**src/logic/pin_mode_pkg.sv**
```systemverilog
// Constants for the multipurpose pin, mode input and thermal shutdown block.
// Assumes a single 125 MHz clock and asynchronous active-low reset.
package pin_mode_pkg;
   // -----------------------------------------------------------------
   // Clock and timing
   // -----------------------------------------------------------------
   localparam int CLK_MHZ           = 125;       // Core clock rate in MHz.
   localparam int MODE_RISE_US      = 40;        // Short rising debounce, us.
   localparam int MODE_RISE_LONG_MS = 10;        // Long rising debounce, ms.
   localparam int MODE_FALL_US      = 70;        // Falling debounce, us.
   localparam int MODE_RISE_CYC     = MODE_RISE_US * CLK_MHZ;
   localparam int MODE_RISE_LONG_CYC = MODE_RISE_LONG_MS * 1000 * CLK_MHZ;
   localparam int MODE_FALL_CYC     = MODE_FALL_US * CLK_MHZ;
   localparam int DB_W              = 21;        // Debounce counter width.

   // -----------------------------------------------------------------
   // Bus address and function codes
   // -----------------------------------------------------------------
   localparam logic [6:0] BUS_ADDR_BASE = 7'h18; // Address base value.
   localparam logic [1:0] CFG_00 = 2'h0;         // Function code 00.
   localparam logic [1:0] CFG_01 = 2'h1;         // Function code 01.
   localparam logic [1:0] CFG_10 = 2'h2;         // Function code 10.
   localparam logic [1:0] CFG_11 = 2'h3;         // Function code 11.
endpackage : pin_mode_pkg

```
**src/logic/mode_bus_if.sv**
```systemverilog
// Interface carrying the debounced mode level between internal modules.
// Assumes both ends run on the same clock.
`timescale 1ns/10ps
`default_nettype none
interface mode_bus_if;
   logic mode_level;     // Debounced mode level, high means pulse-frequency mode when mode_input_select is set.
   modport source (output mode_level);
   modport sink   (input  mode_level);
endinterface : mode_bus_if
`default_nettype wire

```
**src/logic/mode_debounce.sv**
```systemverilog
// Debouncer for the shared mode/sync pin with asymmetric edge times.
// Assumes the pin input is already synchronised to clk.
`timescale 1ns/10ps
`default_nettype none
module mode_debounce #(
   parameter int RISE_LONG_CYC = pin_mode_pkg::MODE_RISE_LONG_CYC  // Long rise count.
) (
   input  wire logic       clk,        // Core clock.
   input  wire logic       rstn,       // Async reset, active low.
   input  wire logic       pin_sync,   // Synchronised pin level.
   input  wire logic       long_db,    // Long rising debounce option.
   mode_bus_if.source      mode_out    // Debounced level out.
);
   logic            level_q, level_d;  // Accepted level.
   logic [pin_mode_pkg::DB_W-1:0] cnt_q, cnt_d; // Stable time counter.
   logic [pin_mode_pkg::DB_W-1:0] target;       // Count needed for this edge.

   // -----------------------------------------------------------------
   // Next state
   // -----------------------------------------------------------------
   // RULE16 edge dependent debounce.
   always_comb begin
      if (!level_q) begin
         target = long_db ? RISE_LONG_CYC[pin_mode_pkg::DB_W-1:0]
                          : pin_mode_pkg::MODE_RISE_CYC[pin_mode_pkg::DB_W-1:0];
      end else begin
         target = pin_mode_pkg::MODE_FALL_CYC[pin_mode_pkg::DB_W-1:0];
      end
      level_d = level_q;
      cnt_d   = '0;
      // A glitch back to the accepted level restarts the timer.
      if (pin_sync != level_q) begin
         if (cnt_q + 1'b1 >= target) begin
            level_d = pin_sync;
         end else begin
            cnt_d = cnt_q + 1'b1;
         end
      end
   end

   always_ff @(posedge clk or negedge rstn) begin
      if (!rstn) begin
         level_q <= 1'b0;
         cnt_q   <= '0;
      end else begin
         level_q <= level_d;
         cnt_q   <= cnt_d;
      end
   end

   assign mode_out.mode_level = level_q;

   // -----------------------------------------------------------------
   // Checks
   // -----------------------------------------------------------------
   property p_fall_needs_time;
      @(posedge clk) disable iff (!rstn)
         $fell(level_q) |-> $past(cnt_q) == pin_mode_pkg::MODE_FALL_CYC - 1;
   endproperty
   a_fall_needs_time: assert property (p_fall_needs_time) // RULE16
      else $error("Mode level fell before the falling debounce time.");

   property p_rise_needs_time;
      @(posedge clk) disable iff (!rstn)
         $rose(level_q) |-> $past(cnt_q) == (($past(long_db) ? RISE_LONG_CYC
                            : pin_mode_pkg::MODE_RISE_CYC) - 1);
   endproperty
   a_rise_needs_time: assert property (p_rise_needs_time) // RULE16
      else $error("Mode level rose before the rising debounce time.");

   property p_cover_rise;
      @(posedge clk) disable iff (!rstn) $rose(level_q);
   endproperty
   c_cover_rise: cover property (p_cover_rise);
endmodule : mode_debounce
`default_nettype wire

```
**src/logic/pin_function_mode_select.sv**
```systemverilog
// Top of the multipurpose pin, regulation mode and thermal shutdown block.
// Assumes configuration bits are static after power-up and pins are asynchronous.
//
// What this block does
// RULE1: Mode pin used only when select bit set.
// RULE2: Mode low commands continuous PWM switching.
// RULE3: Mode high commands PFM and low-quiescent shutdown.
// RULE4: Power-good outputs track own converter in PFM.
// RULE5: Low-quiescent enable forced on non-safety variants.
// RULE6: Host bus supports up to 3.4 MHz.
// RULE7: Device is bus target only.
// RULE8: Bus address is 0x18 plus select value.
// RULE9: Overtemperature trip enters thermal shutdown.
// RULE10: Shutdown sets flag held until power-up.
// RULE11: Shutdown disables converters, drives outputs low immediately.
// RULE12: Each pin's function from its own field.
// RULE13: Pin 1 decode: hi-Z, output, monitor, reserved.
// RULE14: Pin 2 decode: output, fault, sync, monitor.
// RULE15: Pin 3 decode: output, fault, monitor, monitor.
// RULE16: Mode debounce 40us/10ms rising, 70us falling.
// RULE17: Reserved pin 1 code holds hi-Z, ignores input.
`timescale 1ns/10ps
`default_nettype none
module pin_function_mode_select #(
   parameter int RISE_LONG_CYC = pin_mode_pkg::MODE_RISE_LONG_CYC  // Long rise count.
) (
   input  wire logic       clk,               // Core clock, 125 MHz.
   input  wire logic       rstn,              // Async reset, active low.
   input  wire logic       mode_input_select, // Shared pin acts as mode input.
   input  wire logic       mode_long_debounce_option, // Long rising debounce.
   input  wire logic       safety_variant,    // High on safety variants.
   input  wire logic       low_quiescent_enable, // Programmed low-power option.
   input  wire logic [1:0] pin1_function_select, // Pin 1 function field.
   input  wire logic [1:0] pin2_function_select, // Pin 2 function field.
   input  wire logic [1:0] pin3_function_select, // Pin 3 function field.
   input  wire logic [2:0] bus_addr_select,   // Programmed address low bits.
   input  wire logic       mode_sync_shared_pin, // Shared pin level.
   input  wire logic       overtemp_trip,     // Sensor says die above trip.
   input  wire logic       conv1_en_req,      // Converter 1 enable request.
   input  wire logic       conv2_en_req,      // Converter 2 enable request.
   input  wire logic       conv1_in_reg,      // Converter 1 in regulation.
   input  wire logic       conv2_in_reg,      // Converter 2 in regulation.
   input  wire logic [2:0] general_output_val, // Requested general output levels.
   input  wire logic       sync_clock,        // Switching sync from oscillator.
   input  wire logic [2:0] pin_in,            // Multipurpose pin input levels.
   output logic [2:0]      pin_out,           // Multipurpose pin drive level.
   output logic [2:0]      pin_oe_n,          // Pin drive enable, low drives.
   output logic            buck_converter_1_en, // Converter 1 enable.
   output logic            buck_converter_2_en, // Converter 2 enable.
   output logic            pfm_mode,          // High selects PFM for both.
   output logic            low_q_shutdown,    // Switch off internal circuits.
   output logic            low_q_mode_eff,    // Effective low-quiescent option.
   output logic            power_good_out_1,  // Converter 1 good.
   output logic            power_good_out_2,  // Converter 2 good.
   output logic [6:0]      bus_target_addr,   // Seven-bit target address.
   output logic            overtemp_latched_flag, // Sticky thermal flag.
   output logic            error_monitor_in_1, // Routed monitor input 1.
   output logic            error_monitor_in_2, // Routed monitor input 2.
   output logic            fault_collector_in_1, // Routed fault input 1.
   output logic            fault_collector_in_2, // Routed fault input 2.
   output logic            voltage_monitor_in_3, // Routed monitor input 3.
   output logic            voltage_monitor_in_4  // Routed monitor input 4.
);
   // -----------------------------------------------------------------
   // Input synchronisers
   // -----------------------------------------------------------------
   logic [5:0] sync1_q, sync2_q;      // Two-stage sync for async inputs.
   logic [5:0] async_in;              // Raw asynchronous inputs.
   assign async_in = {overtemp_trip, mode_sync_shared_pin, pin_in, sync_clock};

   // Only the second stage is read by logic below.
   always_ff @(posedge clk or negedge rstn) begin
      if (!rstn) begin
         sync1_q <= '0;
         sync2_q <= '0;
      end else begin
         sync1_q <= async_in;
         sync2_q <= sync1_q;
      end
   end

   logic       ot_s, mode_s, sync_s;  // Synchronised single inputs.
   logic [2:0] pin_s;                 // Synchronised pin inputs.
   assign {ot_s, mode_s, pin_s, sync_s} = sync2_q;

   // -----------------------------------------------------------------
   // Mode debounce
   // -----------------------------------------------------------------
   mode_bus_if mode_bus ();
   mode_debounce #(.RISE_LONG_CYC(RISE_LONG_CYC)) u_db (
      .clk      (clk),
      .rstn     (rstn),
      .pin_sync (mode_s),
      .long_db  (mode_long_debounce_option),
      .mode_out (mode_bus.source)
   );

   // -----------------------------------------------------------------
   // Thermal shutdown latch
   // -----------------------------------------------------------------
   logic ot_q, ot_d;  // Sticky; only power-up reset clears it.

   // RULE9 trip enters shutdown.
   always_comb begin
      ot_d = ot_q | ot_s;
   end

   // RULE10 flag held until reset.
   always_ff @(posedge clk or negedge rstn) begin
      if (!rstn) begin
         ot_q <= 1'b0;
      end else begin
         ot_q <= ot_d;
      end
   end

   // -----------------------------------------------------------------
   // Output decode
   // -----------------------------------------------------------------
   typedef struct packed {
      logic [2:0] out;
      logic [2:0] oe_n;
      logic       en1, en2, pfm, lqs, lqm, pg1, pg2;
      logic [6:0] addr;
      logic [5:0] mon;  // em1, em2, fc1, fc2, vm3, vm4.
   } out_type;
   out_type o_q, o_d;
   logic    mode_hi;  // Effective mode level.
   logic    shut;     // Shutdown takes effect the same cycle as the trip.

   always_comb begin
      shut = ot_q | ot_s;
      // RULE1 honour pin only if selected.
      mode_hi = mode_input_select & mode_bus.mode_level;
      o_d = '0;
      o_d.oe_n = 3'h7;
      // RULE11 converters off at once.
      o_d.en1 = conv1_en_req & ~shut;
      o_d.en2 = conv2_en_req & ~shut;
      // RULE2 low is PWM; RULE3 high is PFM.
      o_d.pfm = mode_hi;
      o_d.lqs = mode_hi;
      // RULE5 forced on for non-safety parts.
      o_d.lqm = safety_variant ? low_quiescent_enable : 1'b1;
      // RULE4 each good tracks its own converter.
      o_d.pg1 = conv1_in_reg;
      o_d.pg2 = conv2_in_reg;
      // RULE8 base plus select.
      // RULE6 RULE7 target address only; the host clocks every transfer.
      o_d.addr = pin_mode_pkg::BUS_ADDR_BASE | {4'h0, bus_addr_select};
      // RULE12 fields decoded independently; RULE13 pin 1.
      unique case (pin1_function_select)
         pin_mode_pkg::CFG_00: ;
         pin_mode_pkg::CFG_01: begin
            o_d.out[0] = general_output_val[0];
            o_d.oe_n[0] = 1'b0;
         end
         pin_mode_pkg::CFG_10: o_d.mon[5] = pin_s[0];
         // RULE17 reserved stays hi-Z, input ignored.
         pin_mode_pkg::CFG_11: ;
      endcase
      // RULE14 pin 2.
      unique case (pin2_function_select)
         pin_mode_pkg::CFG_00: begin
            o_d.out[1] = general_output_val[1];
            o_d.oe_n[1] = 1'b0;
         end
         pin_mode_pkg::CFG_01: o_d.mon[3] = pin_s[1];
         pin_mode_pkg::CFG_10: begin
            o_d.out[1] = sync_s;
            o_d.oe_n[1] = 1'b0;
         end
         pin_mode_pkg::CFG_11: o_d.mon[1] = pin_s[1];
      endcase
      // RULE15 pin 3.
      unique case (pin3_function_select)
         pin_mode_pkg::CFG_00: begin
            o_d.out[2] = general_output_val[2];
            o_d.oe_n[2] = 1'b0;
         end
         pin_mode_pkg::CFG_01: o_d.mon[2] = pin_s[2];
         pin_mode_pkg::CFG_10: o_d.mon[4] = pin_s[2];
         pin_mode_pkg::CFG_11: o_d.mon[0] = pin_s[2];
      endcase
      // RULE11 driven outputs forced low.
      if (shut) begin
         o_d.out = 3'h0;
      end
   end

   always_ff @(posedge clk or negedge rstn) begin
      if (!rstn) begin
         o_q <= '{out: 3'h0, oe_n: 3'h7, addr: 7'h00, mon: 6'h00, default: 1'b0};
      end else begin
         o_q <= o_d;
      end
   end

   assign pin_out               = o_q.out;
   assign pin_oe_n              = o_q.oe_n;
   assign buck_converter_1_en   = o_q.en1;
   assign buck_converter_2_en   = o_q.en2;
   assign pfm_mode              = o_q.pfm;
   assign low_q_shutdown        = o_q.lqs;
   assign low_q_mode_eff        = o_q.lqm;
   assign power_good_out_1      = o_q.pg1;
   assign power_good_out_2      = o_q.pg2;
   assign bus_target_addr       = o_q.addr;
   assign overtemp_latched_flag = ot_q;
   assign {error_monitor_in_1, error_monitor_in_2, fault_collector_in_1,
           fault_collector_in_2, voltage_monitor_in_3, voltage_monitor_in_4} = o_q.mon;

   // -----------------------------------------------------------------
   // Checks
   // -----------------------------------------------------------------
   property p_flag_sticky;
      @(posedge clk) disable iff (!rstn) ot_q |=> ot_q [*8];
   endproperty
   a_flag_sticky: assert property (p_flag_sticky) // RULE10
      else $error("Overtemperature flag dropped.");

   property p_shut_off;
      @(posedge clk) disable iff (!rstn)
         ot_q |-> !buck_converter_1_en && !buck_converter_2_en && pin_out == 3'h0;
   endproperty
   a_shut_off: assert property (p_shut_off) // RULE11
      else $error("Output active during thermal shutdown.");

   property p_trip_sets;
      @(posedge clk) disable iff (!rstn) $rose(ot_s) |=> ot_q;
   endproperty
   a_trip_sets: assert property (p_trip_sets) // RULE9
      else $error("Trip did not set shutdown.");

   property p_mode_ignored;
      @(posedge clk) disable iff (!rstn) !$past(mode_input_select) |-> !pfm_mode;
   endproperty
   a_mode_ignored: assert property (p_mode_ignored) // RULE1
      else $error("PFM without mode select.");

   // The edge that releases reset still loads reset values, so the checks below that
   // compare against last cycle's inputs only start once reset was high a cycle ago.
   property p_pfm_follows;
      @(posedge clk) disable iff (!rstn)
         $past(rstn) |-> pfm_mode == ($past(mode_input_select) & $past(mode_bus.mode_level))
         && low_q_shutdown == pfm_mode;
   endproperty
   a_pfm_follows: assert property (p_pfm_follows) // RULE3
      else $error("Mode output not following mode level.");

   property p_addr;
      @(posedge clk) disable iff (!rstn)
         $past(rstn) |-> bus_target_addr == 7'h18 + {4'h0, $past(bus_addr_select)};
   endproperty
   a_addr: assert property (p_addr) // RULE8
      else $error("Bus address wrong.");

   property p_pg;
      @(posedge clk) disable iff (!rstn)
         $past(rstn) |-> power_good_out_1 == $past(conv1_in_reg)
            && power_good_out_2 == $past(conv2_in_reg);
   endproperty
   a_pg: assert property (p_pg) // RULE4
      else $error("Power-good not tracking converter.");

   property p_lq;
      @(posedge clk) disable iff (!rstn)
         $past(rstn) && !$past(safety_variant) |-> low_q_mode_eff;
   endproperty
   a_lq: assert property (p_lq) // RULE5
      else $error("Low-quiescent not forced on.");

   property p_pin1_res;
      @(posedge clk) disable iff (!rstn)
         $past(rstn) && $past(pin1_function_select) == 2'h3
            |-> pin_oe_n[0] && !error_monitor_in_1;
   endproperty
   a_pin1_res: assert property (p_pin1_res) // RULE17
      else $error("Reserved pin 1 code not idle.");

   property p_pin2_sync;
      @(posedge clk) disable iff (!rstn)
         $past(rstn) && $past(pin2_function_select) == 2'h2 |-> !pin_oe_n[1];
   endproperty
   a_pin2_sync: assert property (p_pin2_sync) // RULE14
      else $error("Pin 2 sync output not driven.");

   property p_cov_shut;
      @(posedge clk) disable iff (!rstn) $rose(ot_q);
   endproperty
   c_cov_shut: cover property (p_cov_shut);

   property p_cov_pfm;
      @(posedge clk) disable iff (!rstn) $rose(pfm_mode);
   endproperty
   c_cov_pfm: cover property (p_cov_pfm);
endmodule : pin_function_mode_select
`default_nettype wire

```
**config.mk**
```make
export PLATFORM = sky130hd
export DESIGN_NAME = pin_function_mode_select
export DESIGN_NICKNAME = d
export VERILOG_FILES = /design/src/logic/pin_mode_pkg.sv /design/src/logic/mode_bus_if.sv /design/src/logic/mode_debounce.sv /design/src/logic/pin_function_mode_select.sv
export SDC_FILE = /design/constraint.sdc
export NUM_CORES = 1
export LEC_CHECK = 0
export BUFFER_PORTS_ARGS = -buffer_cell sky130_fd_sc_hd__buf_2
export CORE_ASPECT_RATIO = 0.5
export CORE_UTILIZATION = 52
export DETAILED_ROUTE_END_ITERATION = 6
export PLACE_DENSITY = 0.76
export SETUP_SLACK_MARGIN = 0.2
export SLEW_MARGIN = 20
export SYNTH_ARGS = -nofsm -noshare
export SYNTH_HDL_FRONTEND = slang
export SYNTH_HIERARCHICAL = 1
export SYNTH_SLANG_ARGS = --single-unit
```
**constraint.sdc**
```tcl
create_clock -name clk -period 5.35 [get_ports clk]
set_clock_uncertainty 0.2 [all_clocks]
set_input_delay 0.535 -clock clk [delete_from_list [all_inputs] [get_ports clk]]
set_output_delay 0.535 -clock clk [all_outputs]
set_load 0.02 [all_outputs]
```
== After elaboration in Yosys (flattened, before gate mapping) ==
Index checks and enable logic that the tools add are counted.

* Add/subtract/negate cells: 1
* Magnitude comparators: 1
* Equal/unequal tests: 9
* Multiplexer cells: 18
* Bitwise gates (word level): 5
* Reductions and logical operators: 4

{| class="wikitable"
|+ Operators by type and width
! cell !! number
|-
| $mux 21 || 4
|-
| $add 21x1->21 const B || 1
|-
| $ge 21x21->1 || 1
|-
| $mux 1 || 12
|-
| $eq 2x2->1 const B || 5
|-
| $eq 2x1->1 const B || 3
|-
| $logic_not 2->1 || 2
|-
| $and 1x1->1 || 3
|-
| $mux 3 || 1
|-
| $pmux 1 s2 || 1
|-
| $reduce_and 2->1 || 1
|-
| $reduce_or 2->1 || 1
|-
| $ne 1x1->1 || 1
|-
| $not 1->1 || 1
|-
| $or 1x1->1 || 1
|}

* Bits in registers: 57
* Input port bits: 28
* Output and inout bits: 27
* Word-level logic and storage cells: 53

== Logic depth before layout (Yosys ltp) ==
* Word-level depth: 5
* Gate-level depth with buffers: 14
* Depth with buffers taken out: 13

== Hierarchy ==
Netlist, hierarchy kept.

{| class="wikitable"
|+ Modules (own cells, without submodules)
! module !! instances !! cells an instance !! area each (um^2) !! seq. area each (um^2)
|-
| mode_debounce || 1 || 169 || 1667.8 || 550.5
|-
| pin_function_mode_select || 1 || 63 || 1062.3 || 879.6
|}

== Worst setup path before layout ==
No wires, ideal clock.

* Path type: reg-to-reg
* Start: register u_db/cnt_q[0] (netlist name)
* End: register u_db.level_q (netlist: u_db/mode_out.mode_level)
* Library setup time: 0.128 ns
* Arrival time: 3.103 ns
* Data required time: 5.022 ns
* Path slack: 1.919 ns
* Cell stages (with the launch flop): 13
* Path buffers: 0
* Period minus slack after synthesis: 3.431 ns
* Cells stage by stage: dfrtp_1 -> ha_1 -> nand2_1 -> nor2_1 -> xor2_1 -> ha_1 -> a211oi_1 -> nor2_1 -> or3_1 -> a311o_1 -> a311oi_2 -> o21ai_1 -> mux2_1

* Cells in the longest elaborated chain, start to end: 3

{| class="wikitable"
|+ RTL lines
! what !! RTL line !! RTL
|-
| start, declared || mode_debounce.sv:15 || <nowiki>logic [pin_mode_pkg::DB_W-1:0] cnt_q, cnt_d;</nowiki>
|-
| start signal, assigned || mode_debounce.sv:47 || <nowiki>cnt_q <= cnt_d;</nowiki>
|-
| $add 21x1->21 || mode_debounce.sv:33 || <nowiki>if (cnt_q + 1'b1 >= target) begin</nowiki>
|-
| $ge 21x21->1 || mode_debounce.sv:33 ||
|-
| $reduce_and 2->1 (no line) || - ||
|-
| end signal, assigned || mode_debounce.sv:46 || <nowiki>level_q <= level_d;</nowiki>
|-
| end, declared || mode_debounce.sv:14 || <nowiki>logic level_q, level_d;</nowiki>
|}

Every way passes these cells.
A chain may end at the register's enable or synchronous reset.

== Final worst setup path ==
* Start: register u_db/cnt_q[0] (netlist name)
* End: register u_db/cnt_q[20] (netlist name)

* Cells in the longest elaborated chain, start to end: 4

{| class="wikitable"
|+ RTL lines
! what !! RTL line !! RTL
|-
| $add 21x1->21 * || mode_debounce.sv:33, mode_debounce.sv:36 ||
|-
| $ge 21x21->1 || mode_debounce.sv:33 ||
|-
| $mux 21 * || mode_debounce.sv:33 ||
|-
| $mux 21 * || mode_debounce.sv:32 || <nowiki>if (pin_sync != level_q) begin</nowiki>
|-
| via u_db.cnt_d (one bit) || mode_debounce.sv:15 ||
|}

Mark *: on every way through the listed nets, which the timed path passes. The rest lies on a longest branch.

==> reports/results.txt <==
PwrDens - 280 nW/um2
Synth cell types - 57
Final Critical Period - 3.98 ns
deepest clock path buffer count - 2
Total Wirelength - 5.09 mm
Synth Area in XOR/XNOR - 0.0642
Crit Path Max Fanout - 21
Cells after Synth - 232
Worst Setup Slack, final - 1.37 ns
synthesis-to-finish area growth - 17.9%
Die Y - 53.2 um
Final period util - 0.745
setup tns final - 0 ns
row count - 18
Final HPWL DP - 3.57 mm
Post-route DRC - 0
cts repair resizes - 0
share of power burned in registers - 0.499
GRT overflow - 0
FF+latch area - 1430 um2
first-pass GRT wire length - 8.45 mm
n_diodes - 0
Post-Syn Area - 2730 um2
combinational group share of total power - 0.066
sequential area share after synthesis - 0.524
Synth Area in Adders - 0.0642
Final Setup Violations - 0
port bufs - 52
commonest non-fill, non-tap cell in the layout - dfrtp_1
max cap viols - 0
final slew viol count - 0
Max-Slew Margin vs Limit - 0.524
Synth Area in Simple Gates - 0.223
CTS tree - done
Hold Path Stages - 1
initial antenna violation count - 0
Sw Share - 0.244
setup bufs post-CTS - 0
Core ar. - 4980 um2
first-iteration detailed-routing DRC count - 98
crit path DAT - 4.06 ns
pre-CTS setup slack - 1.48 ns
Min-Delay Path Class - in2reg
Max Clock Freq - 251 MHz
Critical Path Sink Type - flop
final hold vios - 0
largest net degree at the start of global routing - 58
status - finished clean
Root Buffer - clkbuf_8
vias in the first global route - 1846
area of the multi-input gates - 1200 um2
total CTS buffers - 9
cts-stage hold buffer count - 0
clk_lat worst skew - 0.34 ns
FF-to-FF path depth - 14
#FFs+latches synth - 57
via count - 1853
Worst Tran Pin Value - 0.714 ns
largest family of logic cells by synthesized area - simple AND/OR/NAND/NOR gates
leakage - 1.56 nW
CP required - 5.42 ns
Die Width - 104 um
Compound-Gate Fraction of Synth Area - 0.0687
fraction of registers with async set/reset - 1.00
RSZ-0062 raised after global routing - false
clock transition at the registers of the reported paths - 0.07 ns
Post-synth EDFFs - 0
routed len/inst - 14.0 um
Crit Path Class - reg2reg
total track usage - 0.207
share of layout cells above drive strength 1 - 0.367
net switching power - 221 uW
# IOs - 55
Routability Congestion - 0.843
Layout Nets - 331
ys flop type - dfrtp_1
Via-to-Cell Ratio - 5.09
crit start category - flop
Finished Core Util - 0.647
placed insts - 348
post-route insts no fill - 364
Sink Count - 57
post-route ant nets - 0
Hold WS - 0.0931 ns
post-synthesis mux area share - 0.0156
Die Area - 5560 um2
Avg Cell Area, Syn - 11.8 um2
Starting Density - 0.549
Filler cells - 390
Ys Warns - 6
number of H-tree levels - 3
VDD IR max - 191 uV
Pre-antenna DRT Iters - 4
Clock Power Share - 0.436
commonest non-fill, non-tap cells in the layout - dfrtp_1 (54), buf_2 (52), nor2_1 (16), nand2_1 (16), ha_1 (14)
P_int - 682 uW
sequential cells by signal (all words and copies together) (netlist names), 3 cells and up:
name / cells
bus_target_addr: 4
pin_out: 3
sync1_q: 6
u_db/cnt_q: 21
sync2_q: 6
pin_oe_n: 3
power groups by stage:
| stage | Clock (mW) | Sequential, mW | Combinational [mW] |
|---|---|---|---|
| after floorplan | 0 | 0.465 | 0.0255 |
| after global placement | 0 | 0.457 | 0.0584 |
| after detailed placement | 0 | 0.458 | 0.0600 |
| after CTS | 0.405 | 0.450 | 0.0602 |
| after global routing | 0.422 | 0.452 | 0.0666 |
| final | 0.393 | 0.450 | 0.0592 |
kinds of logic (layout without fill, tap and decap cells):
| group | count (synthesis) | count (layout) |
|---|---|---|
| flip-flops | 57 | 57 |
| multiplexers | 4 | 4 |
| buffers and inverters | 17 | 78 |
| AND/OR/NAND/NOR | 95 | 95 |
| adder cells (fa/ha/maj) | 14 | 14 |
| XOR/XNOR | 20 | 20 |
| AO/OA/AOI/OAI | 23 | 23 |
| other | 2 | 3 |
cell usage after synthesis, types with 2 or more instances:
| master | count | area (um2) |
|---|---|---|
| and3_1 | 3 | 18.8 |
| nor2_2 | 8 | 50.1 |
| a21oi_1 | 3 | 15.0 |
| xor2_1 | 8 | 70.1 |
| o21ai_0 | 4 | 20.0 |
| mux2i_1 | 2 | 20.0 |
| nand2b_1 | 5 | 31.3 |
| o211ai_1 | 2 | 15.0 |
| nor3_1 | 2 | 10.0 |
| nor4_1 | 3 | 18.8 |
| nor2_1 | 16 | 60.1 |
| a311o_1 | 2 | 20.0 |
| dfstp_2 | 3 | 78.8 |
| xnor2_1 | 12 | 105 |
| inv_1 | 8 | 30.0 |
| conb_1 | 2 | 7.51 |
| nand2_1 | 16 | 60.1 |
| buf_6 | 3 | 33.8 |
| buf_4 | 4 | 30.0 |
| dfrtp_1 | 54 | 1350 |
| nor2b_4 | 2 | 27.5 |
| and2_1 | 3 | 18.8 |
| nor2b_2 | 9 | 78.8 |
| nand4_1 | 3 | 18.8 |
| nand3_1 | 8 | 40.0 |
| ha_1 | 14 | 175 |
| or2_2 | 3 | 18.8 |
per-layer routing:
metal	wire length, um	vias up	GRT usage
li1	-	903	-
met1	2330	896	0.245
met2	2430	47	0.344
met3	283	7	0.0911
met4	52	0	0.0643
met5	0	-	0
per-stage QoR:
| stage | instance area, um2 | total power, mW |
|---|---|---|
| floorplan | 2730 | 0.490 |
| global placement | 3020 | 0.516 |
| detailed placement | 3020 | 0.518 |
| CTS | 3220 | 0.916 |
| global route | 3220 | 0.940 |
| finish | 3220 | 0.903 |
worst paths after layout:
kind / slack (ns) / from / to
max: 1.37 / u_db/cnt_q[0]$_DFF_PN0_ / u_db/cnt_q[20]$_DFF_PN0_
min: 0.09 / pin_in[0] / sync1_q[1]$_DFF_PN0_
max reg2reg: 1.37 / u_db/cnt_q[0]$_DFF_PN0_ / u_db/cnt_q[20]$_DFF_PN0_
min reg2reg: 0.15 / sync1_q[5]$_DFF_PN0_ / sync2_q[5]$_DFF_PN0_
max in group asynchronous: 4.35 / rstn / fault_collector_in_1$_DFF_PN0_
min in group asynchronous: 0.11 / rstn / u_db/cnt_q[13]$_DFF_PN0_
layout make-up:
class | count | area share
repair buffers | 54 | 0.0855
flip-flops and latches | 57 | 0.444
well taps | 70 | 0.0272
multi-input cells | 159 | 0.373
inverters | 8 | 0.00933
clock buffers | 10 | 0.0396
clock inverters | 6 | 0.0210
worst max-delay path, stage by stage (launching register included):
cell and delay (ns):
dfrtp_1 0.46, ha_1 0.24, nand2_1 0.23, nor2_1 0.32, nand2_1 0.11, xnor2_1 0.20, ha_1 0.29, o21ai_0 0.14
nor2_1 0.08, or3_1 0.36, a311o_1 0.33, a311oi_2 0.33, o211ai_2 0.12, buf_4 0.26, and2b_1 0.23
Power figures use the tool's default switching activity.
